File: src/verilog/tmr2_map.vh
// register offsets, field positions and reset values for the timer-2 block
// assumes byte addresses on a 32-bit axi4-lite bus, one byte offset per register
`ifndef TMR2_MAP_VH
`define TMR2_MAP_VH
`define TMR2_ADDR_W 8
`define TMR2_OFF_CTRL 8'hC8
`define TMR2_OFF_RCL 8'hCA
`define TMR2_OFF_RCH 8'hCB
`define TMR2_OFF_CNTL 8'hCC
`define TMR2_OFF_CNTH 8'hCD
`define TMR2_BIT_TF 7
`define TMR2_BIT_EXF 6
`define TMR2_BIT_RCLK 5
`define TMR2_BIT_TX_BAUD_SOURCE_SELECT 4
`define TMR2_BIT_EXEN 3
`define TMR2_BIT_RUN 2
`define TMR2_BIT_CT 1
`define TMR2_BIT_CP 0
`define TMR2_RST_BYTE 8'h00
`define TMR2_RST_CNT 16'h0000
`define TMR2_CNT_MAX 16'hFFFF
`define TMR2_RESP_OK 2'b00
`define TMR2_RESP_ERR 2'b10
`endif

File: src/verilog/tmr2_ctrl.v
// timer-2 capture/reload control with axi4-lite register slave
// assumes pins asynchronous to aclk; baud consumer on aclk
//
// Contract
// - rx baud source takes other timer overflow when its select is clear, else ours.
// - tx baud source takes other timer overflow when its select is clear, else ours.
// - with trigger enabled and both baud selects clear, a trigger fall causes capture or reload.
// - the count advances only while run control is one.
// - in timer mode the count increments once every two clocks.
// - in counter mode the count increments on each count pin fall.
// - in reload mode the count reloads on overflow and on an enabled trigger fall.
// - in capture mode an enabled trigger fall copies the count into the reload register.
// - with a baud select set, capture select is ignored and overflow always reloads.
// - overflow flag sets on overflow unless a baud select is set; software clears it.
// - trigger flag sets when a trigger fall causes capture or reload; software clears it.
// - count is low and high bytes, software readable and writable, reset zero.
// - reload/capture register is readable and writable and resets zero.
`timescale 1ns/10ps
`include "tmr2_map.vh"
module tmr2_ctrl (
    // clock and reset
    input wire aclk,
    input wire aresetn,
    // axi4-lite write
    input wire [7:0] s_axi_awaddr,
    input wire s_axi_awvalid,
    output reg s_axi_awready,
    input wire [31:0] s_axi_wdata,
    input wire [3:0] s_axi_wstrb,
    input wire s_axi_wvalid,
    output reg s_axi_wready,
    output reg [1:0] s_axi_bresp,
    output reg s_axi_bvalid,
    input wire s_axi_bready,
    // axi4-lite read
    input wire [7:0] s_axi_araddr,
    input wire s_axi_arvalid,
    output reg s_axi_arready,
    output reg [31:0] s_axi_rdata,
    output reg [1:0] s_axi_rresp,
    output reg s_axi_rvalid,
    input wire s_axi_rready,
    // pins
    input wire ext_trigger_pin,
    input wire count_input_pin,
    // baud clocks
    input wire timer1_overflow,
    output reg rx_baud_tick,
    output reg tx_baud_tick
);
    // address decode shared by read and write
    function tmr2_hit;
        input [7:0] a;
        begin
            tmr2_hit = (a == `TMR2_OFF_CTRL) || (a == `TMR2_OFF_RCL) ||
                (a == `TMR2_OFF_RCH) || (a == `TMR2_OFF_CNTL) || (a == `TMR2_OFF_CNTH);
        end
    endfunction

    reg [7:0] ctrl_q;
    reg [15:0] cnt_q;
    reg [15:0] rc_q;
    reg [1:0] trg_sync_q;
    reg [1:0] cin_sync_q;
    reg trg_prev_q;
    reg cin_prev_q;
    reg div_q;
    reg aw_hold_q;
    reg w_hold_q;
    reg [7:0] awaddr_q;
    reg [7:0] wdata_q;
    reg wstrb_q;

    // control fields; the two flag bits are only written in the counter process
    wire rclk_sel = ctrl_q[`TMR2_BIT_RCLK];
    wire tx_baud_source_select_sel = ctrl_q[`TMR2_BIT_TX_BAUD_SOURCE_SELECT];
    wire exen = ctrl_q[`TMR2_BIT_EXEN];
    wire run = ctrl_q[`TMR2_BIT_RUN];
    wire ct_sel = ctrl_q[`TMR2_BIT_CT];
    wire cp_sel = ctrl_q[`TMR2_BIT_CP];
    wire baud_mode = rclk_sel | tx_baud_source_select_sel;

    // falls from the second sync stage only
    wire trg_fall = trg_prev_q & ~trg_sync_q[1];
    wire cin_fall = cin_prev_q & ~cin_sync_q[1];
    wire trig_evt = exen & trg_fall & ~baud_mode;
    wire tick = run & (ct_sel ? cin_fall : div_q);
    wire ovf = tick & (cnt_q == `TMR2_CNT_MAX);
    wire capture = trig_evt & cp_sel;
    wire reload = ovf & (~cp_sel | baud_mode) | (trig_evt & ~cp_sel);

    // write channel handshake: take address and data in either order
    wire wr_go = aw_hold_q & w_hold_q & ~s_axi_bvalid;
    wire wr_ok = tmr2_hit(awaddr_q);

    // pin synchronisers and edge history
    always @(posedge aclk) begin
        if (!aresetn) begin
            trg_sync_q <= 2'b11;
            cin_sync_q <= 2'b11;
            trg_prev_q <= 1'b1;
            cin_prev_q <= 1'b1;
            div_q <= 1'b0;
        end else begin
            trg_sync_q <= {trg_sync_q[0], ext_trigger_pin};
            cin_sync_q <= {cin_sync_q[0], count_input_pin};
            trg_prev_q <= trg_sync_q[1];
            cin_prev_q <= cin_sync_q[1];
            div_q <= run ? ~div_q : 1'b0;
        end
    end

    // baud tick routing
    always @(posedge aclk) begin
        if (!aresetn) begin
            rx_baud_tick <= 1'b0;
            tx_baud_tick <= 1'b0;
        end else begin
            rx_baud_tick <= rclk_sel ? ovf : timer1_overflow;
            tx_baud_tick <= tx_baud_source_select_sel ? ovf : timer1_overflow;
        end
    end

    // counter, reload register and control register
    always @(posedge aclk) begin
        if (!aresetn) begin
            ctrl_q <= `TMR2_RST_BYTE;
            cnt_q <= `TMR2_RST_CNT;
            rc_q <= `TMR2_RST_CNT;
        end else begin
            // software writes first, hardware events override
            if (wr_go && wr_ok && wstrb_q) begin
                case (awaddr_q)
                    `TMR2_OFF_CTRL: ctrl_q <= wdata_q;
                    `TMR2_OFF_RCL: rc_q[7:0] <= wdata_q;
                    `TMR2_OFF_RCH: rc_q[15:8] <= wdata_q;
                    `TMR2_OFF_CNTL: cnt_q[7:0] <= wdata_q;
                    `TMR2_OFF_CNTH: cnt_q[15:8] <= wdata_q;
                    default: ctrl_q <= ctrl_q;
                endcase
            end
            if (reload) begin
                cnt_q <= rc_q;
            end else if (tick) begin
                cnt_q <= cnt_q + 16'h0001;
            end
            if (capture) begin
                rc_q <= cnt_q;
            end
            if (ovf && !baud_mode) begin
                ctrl_q[`TMR2_BIT_TF] <= 1'b1;
            end
            if (trig_evt) begin
                ctrl_q[`TMR2_BIT_EXF] <= 1'b1;
            end
        end
    end

    // axi write slave
    always @(posedge aclk) begin
        if (!aresetn) begin
            s_axi_awready <= 1'b0;
            s_axi_wready <= 1'b0;
            s_axi_bvalid <= 1'b0;
            s_axi_bresp <= `TMR2_RESP_OK;
            aw_hold_q <= 1'b0;
            w_hold_q <= 1'b0;
            awaddr_q <= `TMR2_RST_BYTE;
            wdata_q <= `TMR2_RST_BYTE;
            wstrb_q <= 1'b0;
        end else begin
            s_axi_awready <= ~aw_hold_q & ~s_axi_awready & s_axi_awvalid;
            s_axi_wready <= ~w_hold_q & ~s_axi_wready & s_axi_wvalid;
            if (s_axi_awvalid && s_axi_awready) begin
                aw_hold_q <= 1'b1;
                awaddr_q <= s_axi_awaddr;
            end
            if (s_axi_wvalid && s_axi_wready) begin
                w_hold_q <= 1'b1;
                wdata_q <= s_axi_wdata[7:0];
                wstrb_q <= s_axi_wstrb[0];
            end
            if (wr_go) begin
                s_axi_bvalid <= 1'b1;
                s_axi_bresp <= wr_ok ? `TMR2_RESP_OK : `TMR2_RESP_ERR;
                aw_hold_q <= 1'b0;
                w_hold_q <= 1'b0;
            end else if (s_axi_bvalid && s_axi_bready) begin
                s_axi_bvalid <= 1'b0;
            end
        end
    end

    // axi read slave
    always @(posedge aclk) begin
        if (!aresetn) begin
            s_axi_arready <= 1'b0;
            s_axi_rvalid <= 1'b0;
            s_axi_rdata <= 32'h00000000;
            s_axi_rresp <= `TMR2_RESP_OK;
        end else begin
            s_axi_arready <= ~s_axi_arready & ~s_axi_rvalid & s_axi_arvalid;
            if (s_axi_arvalid && s_axi_arready) begin
                s_axi_rvalid <= 1'b1;
                s_axi_rresp <= tmr2_hit(s_axi_araddr) ? `TMR2_RESP_OK : `TMR2_RESP_ERR;
                case (s_axi_araddr)
                    `TMR2_OFF_CTRL: s_axi_rdata <= {24'h000000, ctrl_q};
                    `TMR2_OFF_RCL: s_axi_rdata <= {24'h000000, rc_q[7:0]};
                    `TMR2_OFF_RCH: s_axi_rdata <= {24'h000000, rc_q[15:8]};
                    `TMR2_OFF_CNTL: s_axi_rdata <= {24'h000000, cnt_q[7:0]};
                    `TMR2_OFF_CNTH: s_axi_rdata <= {24'h000000, cnt_q[15:8]};
                    default: s_axi_rdata <= 32'h00000000;
                endcase
            end else if (s_axi_rvalid && s_axi_rready) begin
                s_axi_rvalid <= 1'b0;
            end
        end
    end
endmodule // tmr2_ctrl

File: config.mk
export PLATFORM = sky130hd
export DESIGN_NAME = tmr2_ctrl
export DESIGN_NICKNAME = d
export VERILOG_FILES = /design/src/verilog/tmr2_ctrl.v
export VERILOG_INCLUDE_DIRS = /design/src /design/src/verilog
export SDC_FILE = /design/constraint.sdc
export NUM_CORES = 1
export LEC_CHECK = 0
export ABC_CLOCK_PERIOD_IN_PS = 2250
export BUFFER_PORTS_ARGS = -buffer_cell sky130_fd_sc_hd__buf_2
export CORE_ASPECT_RATIO = 0.8
export CORE_MARGIN = 2
export CORE_UTILIZATION = 31
export CTS_BUF_LIST = sky130_fd_sc_hd__clkbuf_8
export DETAILED_ROUTE_END_ITERATION = 10
export PLACE_DENSITY_LB_ADDON = 0.1
export SYNTH_ARGS = -nofsm -noshare
export SYNTH_HDL_FRONTEND = slang
export SYNTH_SLANG_ARGS = --single-unit
File: constraint.sdc
create_clock -name aclk -period 2.25 [get_ports aclk]
set_clock_uncertainty 0.15 [all_clocks]
set_input_delay 0.45 -clock aclk [delete_from_list [all_inputs] [get_ports aclk]]
set_output_delay 0.45 -clock aclk [all_outputs]
set_load 0.02 [all_outputs]
# ---- Yosys cells after proc, flatten, opt, wreduce, memory -nomap -nowiden
# Cells that the tools add are included.
dict set report op_classes {
  n_addsub 1
  n_eq_ne 11
  n_mux 23
  bitwise 33
  n_reduce_logical 38
}
# operator n
set op_table {}
lappend op_table {{equality test 8 bit (second input constant)} 10}
lappend op_table {{two-way mux 16 bit} 5}
lappend op_table {{two-way mux 8 bit} 6}
lappend op_table {{case mux 8 bit (5 select lines)} 1}
lappend op_table {{nonzero test 2 bit} 9}
lappend op_table {{AND 1 bit} 17}
lappend op_table {{adder 16 x 1 -> 16 bit (second input constant)} 1}
lappend op_table {{equality test 16 bit (second input constant)} 1}
lappend op_table {{AND reduction 2 bit} 8}
lappend op_table {{NOT 1 bit} 13}
lappend op_table {{two-way mux 1 bit} 9}
lappend op_table {{nonzero test 3 bit} 3}
lappend op_table {{logical AND 1 bit} 8}
lappend op_table {{logical OR 1 bit} 8}
lappend op_table {{two-way mux 2 bit} 2}
lappend op_table {{OR 1 bit} 3}
lappend op_table {{OR reduction 2 bit} 1}
lappend op_table {{zero test 1 bit} 1}
dict set report totals {
  register_bits 109
  inputBits 62
  output_inout_bits 43
  wordCells 133
}

# ---- Longest topological paths before layout
# Gate-level depths: netlist (run 1).
dict set report logic_depth {
  depth_word 10
  mapped_depth 9
  ltp_nobuf 6
}

# ---- Worst setup path before layout (run 1)
# Ideal clock, no wire load.
dict set report synth_timing {
  path_kind {register to register}
  from {register s_axi_bvalid}
  to {register cnt_q[10]}
  setup_ns 0.122
  arrival_ns 1.704
  required_ns 1.978
  path_slack_ns 0.274
  path_stages_with_launch 9
  path_buffers 2
  period_less_slack_ns 1.976
  path_cell_list {dfxtp_1 -> and3b_1 -> nand4_2 -> nor3_1 -> or3_1 -> clkbuf_1 -> buf_2 -> o21ai_0 -> a21oi_2}
}
dict set report synth_via {
  elab_chain_cells 6
}
# element line
set synth_lines {}
lappend synth_lines {{start: declaration} tmr2_ctrl.v:33} ;# output reg s_axi_bvalid,
lappend synth_lines {{start signal: assignment} tmr2_ctrl.v:164} ;# s_axi_bvalid <= 1'b0;
lappend synth_lines {{start signal: assignment} tmr2_ctrl.v:184} ;# s_axi_bvalid <= 1'b1;
lappend synth_lines {{start signal: assignment} tmr2_ctrl.v:189} ;# s_axi_bvalid <= 1'b0;
lappend synth_lines {{NOT 1 bit} tmr2_ctrl.v:93} ;# wire wr_go = aw_hold_q & w_hold_q & ~s_axi_bvalid;
lappend synth_lines {{AND 1 bit} tmr2_ctrl.v:93}
lappend synth_lines {{logical AND 1 bit (2 in series)} tmr2_ctrl.v:132} ;# if (wr_go && wr_ok && wstrb_q) begin
lappend synth_lines {{nonzero test 3 bit (no line)} n/a}
lappend synth_lines {{AND reduction 2 bit (no line)} n/a}
lappend synth_lines {{end signal: assignment} tmr2_ctrl.v:128} ;# cnt_q <= `TMR2_RST_CNT;
lappend synth_lines {{end signal: assignment} tmr2_ctrl.v:138} ;# `TMR2_OFF_CNTH: cnt_q[15:8] <= wdata_q;
lappend synth_lines {{end signal: assignment} tmr2_ctrl.v:143} ;# cnt_q <= rc_q;
lappend synth_lines {{end: declaration} tmr2_ctrl.v:61} ;# reg [15:0] cnt_q;
# Every way passes these cells.
# A chain may end at the register's enable or synchronous reset.

# ---- Worst setup path after layout (run 1)
dict set report layout_timing {
  from {register awaddr_q[5]}
  to {register rc_q[11]}
}
dict set report layout_via {
  elab_chain_cells 9
  elab_cells_between_ends 14
  cone_classes {5 x eq/ne; 9 x reduce/logical}
}
# element line
set layout_lines {}
lappend layout_lines {{start: declaration} tmr2_ctrl.v:70} ;# reg [7:0] awaddr_q;
lappend layout_lines {{start signal: assignment} tmr2_ctrl.v:168} ;# awaddr_q <= `TMR2_RST_BYTE;
lappend layout_lines {{start signal: assignment} tmr2_ctrl.v:176} ;# awaddr_q <= s_axi_awaddr;
lappend layout_lines {{equality test 8 bit} n/a}
lappend layout_lines {{logical OR 1 bit (4 in series)} tmr2_ctrl.v:55} ;# tmr2_hit = (a == `TMR2_OFF_CTRL) || (a == `TMR2_OFF_RCL) ||
lappend layout_lines {{logical AND 1 bit (2 in series)} tmr2_ctrl.v:132}
lappend layout_lines {{nonzero test 2 bit (no line)} n/a}
lappend layout_lines {{AND reduction 2 bit (no line) *} n/a}
lappend layout_lines {{end signal: assignment} tmr2_ctrl.v:129} ;# rc_q <= `TMR2_RST_CNT;
lappend layout_lines {{end signal: assignment} tmr2_ctrl.v:136} ;# `TMR2_OFF_RCH: rc_q[15:8] <= wdata_q;
lappend layout_lines {{end signal: assignment} tmr2_ctrl.v:148} ;# rc_q <= cnt_q;
lappend layout_lines {{end: declaration} tmr2_ctrl.v:62} ;# reg [15:0] rc_q;
# Mark *: on every way between the ends. The rest lies on a longest branch, timed or not.

==> results of run 1 <==
[state kept, by name (all words and copies together), names as in the netlist, 2 cells and up]
name and cells:
s_axi_rdata 8, wdata_q 8, awaddr_q 8, ctrl_q 8
trg_sync_q 2, rc_q 16, cnt_q 16, cin_sync_q 2
[cell usage after synthesis, drive strengths merged (6+ instances only)]
cell    instances  share of area
inv             6         0.0053
nand2b         10          0.015
dfxtp          83           0.39
a211oi         12          0.023
buf            37          0.064
nor2           39          0.037
and2            6         0.0095
mux2i          33          0.078
nand4           6          0.014
nand2          53          0.048
a21oi          58          0.071
o21ai          42          0.050
nand3          14          0.017
a31oi          11          0.016
clkbuf         22          0.020
xnor2           6          0.012
a22oi           9          0.016
xor2            7          0.015
[per-layer routing]
metal,vias up,GRT usage,part of all wire
met1,1760,0.251,0.53
met3,14,0.0352,0.039
met2,102,0.248,0.41
met4,0,0.0466,0.015
met5,-,0,0
li1,1866,-,-
[cell families after synthesis]
group | after synthesis | share of synthesized area
adder cells (fa/ha/maj) | 1 | 0.00296
XOR/XNOR | 13 | 0.0270
flip-flops | 83 | 0.394
AO/OA/AOI/OAI | 146 | 0.208
AND/OR/NAND/NOR | 160 | 0.201
other | 1 | 0.000888
buffers and inverters | 65 | 0.0889
multiplexers | 33 | 0.0782
[cells in the final DEF (no fill, tap or decap), drive strengths merged, types with 4 or more instances in the layout]
cell type	count
a211oi	12
a21oi	58
a22oi	9
a31oi	11
and2	6
buf	87
clkbuf	9
conb	26
dfxtp	83
inv	11
mux2i	33
nand2	53
nand2b	10
nand3	14
nand4	6
nor2	39
nor2b	4
nor3	5
nor3b	4
o21ai	42
o22ai	5
xnor2	6
xor2	7
[stage by stage]
stage,hold WS [ns],utilization
global placement,0.243,0.353
detailed placement,0.243,0.353
CTS,0.0827,0.369
global route,0.0798,0.369
finish,0.107,0.369
floorplan,0.236,-
[final cells by class]
| type | instances | area, sq um |
|---|---|---|
| clock inverter | 7 | 81.3 |
| inverter | 6 | 22.5 |
| tap | 180 | 225 |
| fill | 1456 | 8460 |
| clock buffer | 9 | 124 |
| timing repair buffer | 87 | 538 |
| multi-input combinational | 379 | 2290 |
| sequential | 83 | 1660 |
[power breakdown]
part / internal [W] / switching (W)
clock network: 0.000535 / 0.000630
registers: 0.00150 / 0.0000239
logic: 0.0000765 / 0.000155
[worst reg2reg max path, delay by kind of cell, from the launching register on]
| family | cells | cell delay (ns) |
|---|---|---|
| buf+inv | 2 | 0.45 |
| simple gates | 3 | 0.69 |
| flops | 1 | 0.32 |
| compound gates | 1 | 0.08 |
| mux | 1 | 0.21 |
[path summary, 6_finish.rpt]
check                   from       endpoint  cells after the start
max reg2reg      awaddr_q[5]       rc_q[11]                      7
max              awaddr_q[5]       rc_q[11]                      7
min reg2reg    cin_sync_q[0]  cin_sync_q[1]                      1
min          ext_trigger_pin  trg_sync_q[0]                      2
==> metrics.txt, run 1 <==
# TYPE chip_impl_metric gauge
chip_impl_info{name="status",value="complete, no violations"} 1
chip_impl_metric{name="initial_utilization",unit=""} 0.315
chip_impl_metric{name="drc",unit=""} 0
chip_impl_metric{name="fin_cells",unit=""} 751
chip_impl_info{name="critical_path.most_common_cell",value="sky130_fd_sc_hd__buf_4"} 1
chip_impl_metric{name="antenna_found_initial",unit=""} 0
chip_impl_metric{name="final_hold_viol_count",unit=""} 0
chip_impl_metric{name="finish.net_count",unit=""} 629
chip_impl_metric{name="area_delta_synth_final",unit="%"} 17.1
chip_impl_metric{name="ys_types",unit=""} 55
chip_impl_metric{name="p_per_area",unit="nW/um^2"} 590
chip_impl_metric{name="design.core.area",unit="sq um"} 13400
chip_impl_metric{name="die_h",unit="um"} 108
chip_impl_info{name="cts_tree",value="done"} 1
chip_impl_metric{name="cts-htree-levels",unit=""} 3
chip_impl_metric{name="synth_sequential_area_ratio",unit=""} 0.394
chip_impl_info{name="timing_worst_setup_path_type",value="reg -> reg"} 1
chip_impl_metric{name="final_layout_size_suffix_gt1_frac",unit=""} 0.215
chip_impl_metric{name="post-cts-setup-buffers",unit=""} 0
chip_impl_metric{name="postSynthAreaPerCell",unit="sq um"} 8.41
chip_impl_metric{name="setup_ws",unit="ns"} 0.233
chip_impl_metric{name="cts_resized",unit=""} 0
chip_impl_metric{name="post_detail_place_hpwl",unit="um"} 8760
chip_impl_metric{name="setup_total_negative_slack",unit="ns"} 0
chip_impl_info{name="path_delay_family",value="simple AND/OR/NAND/NOR gates"} 1
chip_impl_metric{name="worst_skew_pair.late_latency",unit="ns"} 0.37
chip_impl_metric{name="final_antenna_net_count",unit=""} 0
chip_impl_metric{name="port-buffer-count",unit=""} 51
chip_impl_metric{name="die_w",unit="um"} 134
chip_impl_metric{name="vdd_drop_max",unit="mV"} 0.325
chip_impl_metric{name="power_leakage",unit="nW"} 1.87
chip_impl_metric{name="final_antenna_diode_count",unit=""} 0
chip_impl_metric{name="grt_start_max_net_pins",unit=""} 42
chip_impl_metric{name="asyncSetResetFlopFracSynth",unit=""} 0
chip_impl_metric{name="postCtsHoldBufs",unit=""} 0
chip_impl_metric{name="post-place-ws",unit="ns"} 0.246
chip_impl_metric{name="route.final.wire_length",unit="um"} 12000
chip_impl_metric{name="cts_made_buffers",unit=""} 9
chip_impl_metric{name="gp_routability_congestion",unit=""} 0.862
chip_impl_metric{name="warnings_from_yosys",unit=""} 0
chip_impl_info{name="crit_path_start_kind",value="flop"} 1
chip_impl_metric{name="rows",unit=""} 38
chip_impl_metric{name="global_route_wire_length_before_repair",unit="um"} 18900
chip_impl_metric{name="cts.clk_slew.worst_paths",unit="ns"} 0.10
chip_impl_metric{name="placed_cell_area",unit="sq um"} 4740
chip_impl_metric{name="vias_per_cell",unit=""} 4.98
chip_impl_info{name="synthFlopType",value="sky130_fd_sc_hd__dfxtp_1"} 1
chip_impl_metric{name="cp_bufs_invs",unit=""} 2
chip_impl_metric{name="drt_first_pass_iters",unit=""} 5
chip_impl_metric{name="first_iter_violations",unit=""} 227
chip_impl_metric{name="placed_cells_incl_taps",unit=""} 735
chip_impl_metric{name="max_cap_viol_count",unit=""} 0
chip_impl_metric{name="syn_inst",unit=""} 502
chip_impl_metric{name="first_global_vias",unit=""} 3427
chip_impl_metric{name="track_usage",unit=""} 0.170
chip_impl_metric{name="die_area",unit="sq um"} 14600
chip_impl_metric{name="fin_area",unit="sq um"} 4940
chip_impl_metric{name="cts_sinks",unit=""} 83
chip_impl_metric{name="final-setup-viol-count",unit=""} 0
chip_impl_metric{name="worstPathMaxFanout",unit=""} 8
chip_impl_metric{name="wl_per_cell",unit="um"} 16.0
chip_impl_metric{name="timing.final.crit_share",unit=""} 0.897
chip_impl_metric{name="total_via_count_after_detailed_routing",unit=""} 3742
chip_impl_info{name="crit_path_cell_trace",value="and4bb_2, nand4_2, buf_4, nor4bb_2, buf_4, mux2i_1, a21oi_1"} 1
chip_impl_metric{name="io_pins",unit=""} 105
chip_impl_metric{name="clock.fmax",unit="MHz"} 496
chip_impl_metric{name="slew_violations",unit=""} 0
chip_impl_metric{name="synth-edff-count",unit=""} 0
chip_impl_info{name="timing.critical_path.slowest_stage_cell",value="sky130_fd_sc_hd__dfxtp_1"} 1
chip_impl_info{name="root_driver",value="sky130_fd_sc_hd__clkbuf_8"} 1
chip_impl_info{name="hp-class",value="in -> reg"} 1
chip_impl_info{name="grt_setup_unrepaired",value="no"} 1
chip_impl_metric{name="required",unit="ns"} 2.34
chip_impl_metric{name="max_stage_delay",unit="ns"} 0.32
chip_impl_metric{name="worst_ep_arrival_time",unit="ns"} 2.10
chip_impl_metric{name="fin_crit",unit="ns"} 2.02
chip_impl_metric{name="total_power",unit="W"} 0.00292
chip_impl_metric{name="globalRouteOverflowTotal",unit=""} 0
chip_impl_info{name="cp-end-kind",value="flop"} 1
chip_impl_metric{name="syn_area",unit="sq um"} 4220
chip_impl_metric{name="r2r_slack",unit="ns"} 0.23
chip_impl_metric{name="ctsLongestPathBuffers",unit=""} 2
chip_impl_metric{name="synth-seq-cells",unit=""} 83
Power figures use the tool's default switching activity.
==> run 2, diff against run 1 <==
- ABC_CLOCK_PERIOD_IN_PS: 2250 -> 2100
- CORE_UTILIZATION: 31 -> 46
- clock period: 2.25 -> 2.1 ns (I/O delays scaled with it)
==> run 2 against run 1 <==
  * Sequential share of layout area is 0.37 points higher
  * Non-clock buffer count up 6
  * Power shrank 0.94%
  * Die area fell by 32%
  * Critical path depth shrank 1
  * Worst hold slack got worse by 0.021 ns
  * Count of clock-buffer cells in the layout did not move
  * Largest power group unchanged
==> metrics.txt, run 2 (synthesis results as in run 1) <==
# TYPE chip_impl_metric gauge
chip_impl_info{name="r2r-start",value="awaddr_q[5]"} 1
chip_impl_metric{name="post-place-ws",unit="ns"} 0.103
chip_impl_metric{name="clock.fmax",unit="MHz"} 505
chip_impl_metric{name="slew_violations",unit=""} 0
chip_impl_metric{name="gp_routability_congestion",unit=""} 0.882
chip_impl_metric{name="max_stage_delay",unit="ns"} 0.36
chip_impl_metric{name="power_leakage",unit="nW"} 1.88
chip_impl_metric{name="placed_cell_area",unit="sq um"} 4710
chip_impl_metric{name="die_area",unit="sq um"} 9960
chip_impl_metric{name="fin_crit",unit="ns"} 1.98
chip_impl_metric{name="die_w",unit="um"} 111
chip_impl_metric{name="port-buffer-count",unit=""} 51
chip_impl_metric{name="total_power",unit="W"} 0.00289
chip_impl_metric{name="final_antenna_diode_count",unit=""} 0
chip_impl_metric{name="drt_first_pass_iters",unit=""} 5
chip_impl_metric{name="r2r_slack",unit="ns"} 0.12
chip_impl_info{name="timing_worst_setup_path_type",value="reg -> reg"} 1
chip_impl_info{name="grt_setup_unrepaired",value="no"} 1
chip_impl_info{name="launching_instance_or_port_of_the_critical_path",value="awaddr_q[5]"} 1
chip_impl_metric{name="ctsLongestPathBuffers",unit=""} 2
chip_impl_metric{name="final_layout_size_suffix_gt1_frac",unit=""} 0.224
chip_impl_info{name="biggestRegsByFlops",value="cnt_q (16), rc_q (16)"} 1
chip_impl_metric{name="global_route_wire_length_before_repair",unit="um"} 17300
chip_impl_metric{name="required",unit="ns"} 2.20
chip_impl_metric{name="vdd_drop_max",unit="mV"} 0.436
chip_impl_info{name="crit_path_start_kind",value="flop"} 1
chip_impl_metric{name="cts-htree-levels",unit=""} 3
chip_impl_info{name="root_driver",value="sky130_fd_sc_hd__clkbuf_8"} 1
chip_impl_metric{name="area_delta_synth_final",unit="%"} 15.8
chip_impl_info{name="cts_tree",value="done"} 1
chip_impl_metric{name="cts.clk_slew.worst_paths",unit="ns"} 0.09
chip_impl_metric{name="route.final.wire_length",unit="um"} 10900
chip_impl_info{name="critPathCapture",value="rc_q[8]"} 1
chip_impl_metric{name="grt_start_max_net_pins",unit=""} 42
chip_impl_info{name="hp-class",value="in -> reg"} 1
chip_impl_info{name="critical_path.reg2reg.endpoint",value="rc_q[8]"} 1
chip_impl_metric{name="track_usage",unit=""} 0.222
chip_impl_metric{name="timing.final.crit_share",unit=""} 0.943
chip_impl_metric{name="vias_per_cell",unit=""} 5.43
chip_impl_metric{name="final_hold_viol_count",unit=""} 0
chip_impl_metric{name="worst_skew_pair.late_latency",unit="ns"} 0.36
chip_impl_metric{name="drc",unit=""} 0
chip_impl_metric{name="post_detail_place_hpwl",unit="um"} 7980
chip_impl_metric{name="total_via_count_after_detailed_routing",unit=""} 3752
chip_impl_metric{name="cts_made_buffers",unit=""} 9
chip_impl_metric{name="p_per_area",unit="nW/um^2"} 591
chip_impl_metric{name="initial_utilization",unit=""} 0.469
chip_impl_metric{name="finish.net_count",unit=""} 635
chip_impl_metric{name="globalRouteOverflowTotal",unit=""} 0
chip_impl_metric{name="final-setup-viol-count",unit=""} 0
chip_impl_info{name="layout.cells.most_common",value="sky130_fd_sc_hd__dfxtp_1"} 1
chip_impl_metric{name="fin_area",unit="sq um"} 4890
chip_impl_metric{name="wl_per_cell",unit="um"} 15.7
chip_impl_metric{name="die_h",unit="um"} 89.7
chip_impl_metric{name="postCtsHoldBufs",unit=""} 0
chip_impl_metric{name="design.core.area",unit="sq um"} 9000
chip_impl_metric{name="final_antenna_net_count",unit=""} 0
chip_impl_info{name="status",value="complete, no violations"} 1
chip_impl_metric{name="cts_sinks",unit=""} 83
chip_impl_metric{name="first_iter_violations",unit=""} 302
chip_impl_info{name="timing.critical_path.slowest_stage_cell",value="sky130_fd_sc_hd__nor4bb_2"} 1
chip_impl_metric{name="post-cts-setup-buffers",unit=""} 0
chip_impl_info{name="crit_path_cell_trace",value="and4bb_2, nand4_2, nor4bb_2, buf_4, mux2i_1, a21oi_1"} 1
chip_impl_metric{name="worst_ep_arrival_time",unit="ns"} 2.08
chip_impl_metric{name="first_global_vias",unit=""} 3346
chip_impl_info{name="top_library_cells_by_usage_in_the_layout_fill_and_taps_aside",value="sky130_fd_sc_hd__dfxtp_1 (83), sky130_fd_sc_hd__a21oi_1 (55), sky130_fd_sc_hd__nand2_1 (52)"} 1
chip_impl_metric{name="io_pins",unit=""} 105
chip_impl_metric{name="setup_ws",unit="ns"} 0.120
chip_impl_metric{name="length_in_cells_of_the_worst_reg_to_reg_path",unit=""} 6
chip_impl_metric{name="worstPathMaxFanout",unit=""} 5
chip_impl_info{name="cp-end-kind",value="flop"} 1
chip_impl_metric{name="antenna_found_initial",unit=""} 0
chip_impl_metric{name="rows",unit=""} 31
chip_impl_metric{name="max_cap_viol_count",unit=""} 0
chip_impl_metric{name="setup_total_negative_slack",unit="ns"} 0
==> run 2: changes by cell type in the layout (fill, tap and decap cells not counted) <==
| cell | delta |
|---|---|
| sky130_fd_sc_hd__ha_2 | +1 |
| sky130_fd_sc_hd__clkinv_2 | -1 |
| sky130_fd_sc_hd__inv_1 | +1 |
| sky130_fd_sc_hd__clkinv_4 | +1 |
| sky130_fd_sc_hd__buf_4 | +5 |
| sky130_fd_sc_hd__ha_1 | -1 |
| sky130_fd_sc_hd__clkinvlp_4 | +3 |
| sky130_fd_sc_hd__or3_4 | +1 |
| sky130_fd_sc_hd__or3_1 | -1 |
| sky130_fd_sc_hd__inv_8 | -1 |
| sky130_fd_sc_hd__inv_6 | -3 |
| sky130_fd_sc_hd__buf_12 | +1 |
| sky130_fd_sc_hd__bufinv_16 | -1 |
==> run 2: layout make-up <==
type                       count  area (sq um)
fill                         884          4110
multi-input combinational    379          2300
sequential                    83          1660
timing repair buffer          93           596
tap                          115           144
clock buffer                   9           124
clock inverter                 6          43.8
inverter                       6          22.5
==> run 2: power breakdown <==
| group | switching (W) | internal [W] |
|---|---|---|
| Clock | 0.000592 | 0.000424 |
| Sequential | 0.0000238 | 0.00160 |
| Combinational | 0.000165 | 0.0000826 |
| Total | 0.000780 | 0.00211 |
==> run 2: worst max-delay path, delay by kind of cell (launching register included) <==
kind	cells	cell delay, ns
flops	1	0.32
mux	1	0.21
buf+inv	1	0.23
simple gates	3	0.88
compound gates	1	0.08
==> run 2: per-layer routing <==
layer	up-vias	track usage	wire, um
met5	-	0	0
met4	0	0.0797	164
met3	13	0.0510	751
met2	116	0.335	4550
met1	1754	0.316	5390
li1	1869	-	-
==> run 2: through the flow <==
stage	hold slack (ns)	util	std cells
2_1_floorplan	0.236	-	527
3_3_place_gp	0.242	0.524	676
3_5_place_dp	0.241	0.524	676
4_1_cts	0.0640	0.543	691
5_1_grt	0.0910	0.543	691
6_report	0.0854	0.543	691
==> run 2: worst min-delay path by stage <==
stage	depth (start not counted)	endpoint	startpoint
2_1_floorplan	1	cin_sync_q[1]	cin_sync_q[0]
3_3_place_gp	1	cin_sync_q[1]	cin_sync_q[0]
3_5_place_dp	1	trg_sync_q[1]	trg_sync_q[0]
4_1_cts	2	trg_sync_q[0]	ext_trigger_pin
5_1_grt	2	cin_sync_q[0]	count_input_pin
6_report	2	trg_sync_q[0]	ext_trigger_pin
==> run 2: repair_timing <==
action,4_1_cts,5_1_grt
resized for setup,0,2
setup endpoints to repair,0,3
endpoints found under the hold margin,0,0
==> run 3, diff against run 2 <==
- ABC_AREA: not set -> 1
==> run 3 against run 2 <==
  * Sequential share of layout area decreased by 1.5 points
  * Count of clock-buffer cells in the layout rose by 1
  * Maximum frequency increased by 2.5%
  * Register-to-register slack better by 0.05 ns
  * Core utilization shrank 0.50 points
  * Non-clock buffer count fell by 12
  * Critical path type unchanged
  * Critical endpoint is now cnt_q[15]
==> metrics.txt, run 3 <==
# TYPE chip_impl_metric gauge
chip_impl_info{name="layout.cells.most_common",value="sky130_fd_sc_hd__nand2_1"} 1
chip_impl_metric{name="antenna_found_initial",unit=""} 0
chip_impl_info{name="synth_top_cell_by_area",value="sky130_fd_sc_hd__dfxtp_1"} 1
chip_impl_metric{name="die_area",unit="sq um"} 10500
chip_impl_metric{name="ctsLongestPathBuffers",unit=""} 2
chip_impl_info{name="crit_path_start_kind",value="flop"} 1
chip_impl_info{name="biggestRegsByFlops",value="cnt_q (16), rc_q (16)"} 1
chip_impl_metric{name="total_via_count_after_detailed_routing",unit=""} 4620
chip_impl_metric{name="asyncSetResetFlopFracSynth",unit=""} 0
chip_impl_metric{name="ys_types",unit=""} 33
chip_impl_metric{name="final_layout_size_suffix_gt1_frac",unit=""} 0.167
chip_impl_metric{name="synth-seq-cells",unit=""} 83
chip_impl_metric{name="track_usage",unit=""} 0.259
chip_impl_metric{name="cts.clk_slew.worst_paths",unit="ns"} 0.08
chip_impl_metric{name="placed_cells_incl_taps",unit=""} 860
chip_impl_metric{name="wl_per_cell",unit="um"} 15.1
chip_impl_metric{name="grt_start_max_net_pins",unit=""} 38
chip_impl_metric{name="vias_per_cell",unit=""} 5.25
chip_impl_metric{name="final_antenna_net_count",unit=""} 0
chip_impl_metric{name="synth_top_area_share",unit=""} 0.373
chip_impl_metric{name="fin_cells",unit=""} 880
chip_impl_metric{name="post_detail_place_hpwl",unit="um"} 10200
chip_impl_metric{name="warnings_from_yosys",unit=""} 0
chip_impl_metric{name="finish.net_count",unit=""} 819
chip_impl_metric{name="max_stage_delay",unit="ns"} 0.37
chip_impl_metric{name="die_h",unit="um"} 92
chip_impl_metric{name="drc",unit=""} 0
chip_impl_info{name="synthFlopType",value="sky130_fd_sc_hd__dfxtp_1"} 1
chip_impl_metric{name="port-buffer-count",unit=""} 51
chip_impl_metric{name="setup_ws",unit="ns"} 0.168
chip_impl_info{name="crit_path_cell_trace",value="ha_2, nand2_2, nor2_4, nand2_2, nor2_2, nand3_2, nand2_4, nor2_4, nand2_2, nand2_1, nor2_1, nor2_1"} 1
chip_impl_info{name="cp-end-kind",value="flop"} 1
chip_impl_info{name="root_driver",value="sky130_fd_sc_hd__clkbuf_8"} 1
chip_impl_info{name="status",value="complete, no violations"} 1
chip_impl_metric{name="drt_first_pass_iters",unit=""} 5
chip_impl_metric{name="io_pins",unit=""} 105
chip_impl_metric{name="final_hold_viol_count",unit=""} 0
chip_impl_metric{name="worst_ep_arrival_time",unit="ns"} 2.05
chip_impl_metric{name="first_global_vias",unit=""} 4013
chip_impl_metric{name="route.final.wire_length",unit="um"} 13300
chip_impl_info{name="critical_path.most_common_cell",value="sky130_fd_sc_hd__nand2_2"} 1
chip_impl_metric{name="fin_crit",unit="ns"} 1.93
chip_impl_metric{name="max_cap_viol_count",unit=""} 0
chip_impl_metric{name="slew_violations",unit=""} 0
chip_impl_metric{name="synth_sequential_area_ratio",unit=""} 0.373
chip_impl_metric{name="final_antenna_diode_count",unit=""} 0
chip_impl_metric{name="synth-edff-count",unit=""} 0
chip_impl_metric{name="syn_inst",unit=""} 685
chip_impl_metric{name="cts_made_buffers",unit=""} 9
chip_impl_metric{name="setup_total_negative_slack",unit="ns"} 0
chip_impl_info{name="yosys-top-cells-area",value="sky130_fd_sc_hd__dfxtp_1 (37%), sky130_fd_sc_hd__nand2_1 (15%), sky130_fd_sc_hd__o21ai_0 (8.8%)"} 1
chip_impl_metric{name="worstPathMaxFanout",unit=""} 9
chip_impl_info{name="top_library_cells_by_usage_in_the_layout_fill_and_taps_aside",value="sky130_fd_sc_hd__nand2_1 (179), sky130_fd_sc_hd__nor2_1 (86), sky130_fd_sc_hd__dfxtp_1 (82)"} 1
chip_impl_info{name="timing.critical_path.slowest_stage_cell",value="sky130_fd_sc_hd__dfxtp_4"} 1
chip_impl_metric{name="design.core.area",unit="sq um"} 9530
chip_impl_metric{name="power_leakage",unit="nW"} 2.25
chip_impl_metric{name="gp_routability_congestion",unit=""} 1.01
chip_impl_metric{name="rows",unit=""} 32
chip_impl_metric{name="syn_area",unit="sq um"} 4450
chip_impl_metric{name="post-place-ws",unit="ns"} 0.123
chip_impl_metric{name="global_route_wire_length_before_repair",unit="um"} 20700
chip_impl_metric{name="die_w",unit="um"} 114
chip_impl_info{name="hp-class",value="in -> reg"} 1
chip_impl_metric{name="p_per_area",unit="nW/um^2"} 626
chip_impl_info{name="timing_worst_setup_path_type",value="reg -> reg"} 1
chip_impl_metric{name="initial_utilization",unit=""} 0.467
chip_impl_metric{name="globalRouteOverflowTotal",unit=""} 0
chip_impl_info{name="cts_tree",value="done"} 1
chip_impl_info{name="post-synth-top-count-cell",value="sky130_fd_sc_hd__nand2_1"} 1
chip_impl_metric{name="clock.fmax",unit="MHz"} 518
chip_impl_metric{name="required",unit="ns"} 2.22
chip_impl_metric{name="cts_sinks",unit=""} 83
chip_impl_metric{name="cts-htree-levels",unit=""} 3
chip_impl_metric{name="worst_skew_pair.late_latency",unit="ns"} 0.37
chip_impl_metric{name="vdd_drop_max",unit="mV"} 0.394
chip_impl_metric{name="area_delta_synth_final",unit="%"} 15.2
chip_impl_metric{name="timing.final.crit_share",unit=""} 0.920
chip_impl_metric{name="final-setup-viol-count",unit=""} 0
chip_impl_info{name="synth_commonest_cells",value="sky130_fd_sc_hd__nand2_1 (179), sky130_fd_sc_hd__nor2_1 (88), sky130_fd_sc_hd__dfxtp_1 (83), sky130_fd_sc_hd__o21ai_0 (78), sky130_fd_sc_hd__inv_1 (56)"} 1
chip_impl_info{name="grt_setup_unrepaired",value="no"} 1
chip_impl_metric{name="first_iter_violations",unit=""} 369
chip_impl_metric{name="postSynthAreaPerCell",unit="sq um"} 6.50
run 3: cell count changes after synthesis, sizes merged, moves of 10 or more:
cell	previous run	this run
nor2	39	93
nand3	14	49
a21oi	58	44
nand2	53	186
mux2i	33	0
nand2b	10	0
inv	6	59
o21ai	42	80
a211oi	12	0
run 3: what timing repair did:
action / in CTS / in global routing
resized for setup: 0 / 5
hold buffers: 0 / 0
endpoints found under the setup margin: 0 / 15
buffers inserted: 0 / 3
run 3: logic make-up (layout without fill, tap and decap cells):
kind of cell,after synthesis,count (layout),share of synthesized area
simple gates,354,355,0.340
compound gates,137,137,0.162
buf+inv,106,156,0.115
flops,83,83,0.373
xor+xnor,3,3,0.00590
fa+ha+maj,1,1,0.00281
other cells,1,26,0.000842
run 3: power by group:
group / internal, W / switching, W
clock network: 0.000702 / 0.000614
logic: 0.0000814 / 0.000179
registers: 0.00161 / 0.0000279
run 3: path summary, 6_finish.rpt:
path	start	endpoint	slack, ns	cells after the start
setup / recovery	cnt_q[0]	cnt_q[15]	0.17	12
hold / removal	count_input_pin	cin_sync_q[0]	0.09	2
setup reg to reg	cnt_q[0]	cnt_q[15]	0.17	12
hold reg to reg	w_hold_q	s_axi_wready	0.27	1
run 3: per-stage QoR:
stage	hold WS [ns]	utilization	cell area (sq um)	total power (W)
after global placement	0.245	0.510	4860	0.00193
after floorplan	0.241	-	4550	0.00188
after detailed placement	0.257	0.510	4860	0.00193
final	0.0870	0.538	5130	0.00321
after global routing	0.0688	0.538	5130	0.00334
after CTS	0.0791	0.534	5090	0.00324
run 3: per-layer routing:
metal | wire (um) | track usage | share of wire
met1 | 6340 | 0.372 | 0.48
met2 | 5650 | 0.386 | 0.42
met3 | 1140 | 0.0654 | 0.086
met4 | 183 | 0.0671 | 0.014
met5 | 0 | 0 | 0
run 3: area by class of cell:
cell class                      instances  area (sq um)
Timing Repair Buffer                   81           480
Tap cell                              119           149
Inverter                               59           224
Sequential cell                        83          1670
Clock buffer                           10           138
Multi-Input combinational cell        522          2380
Fill cell                            1011          4400
Clock inverter                          6          88.8
run 3: critical path, delay by kind of cell, from the launching register on:
kind,cells,cell delay [ns]
simple gates,11,1.12
flops,1,0.37
fa+ha+maj,1,0.19
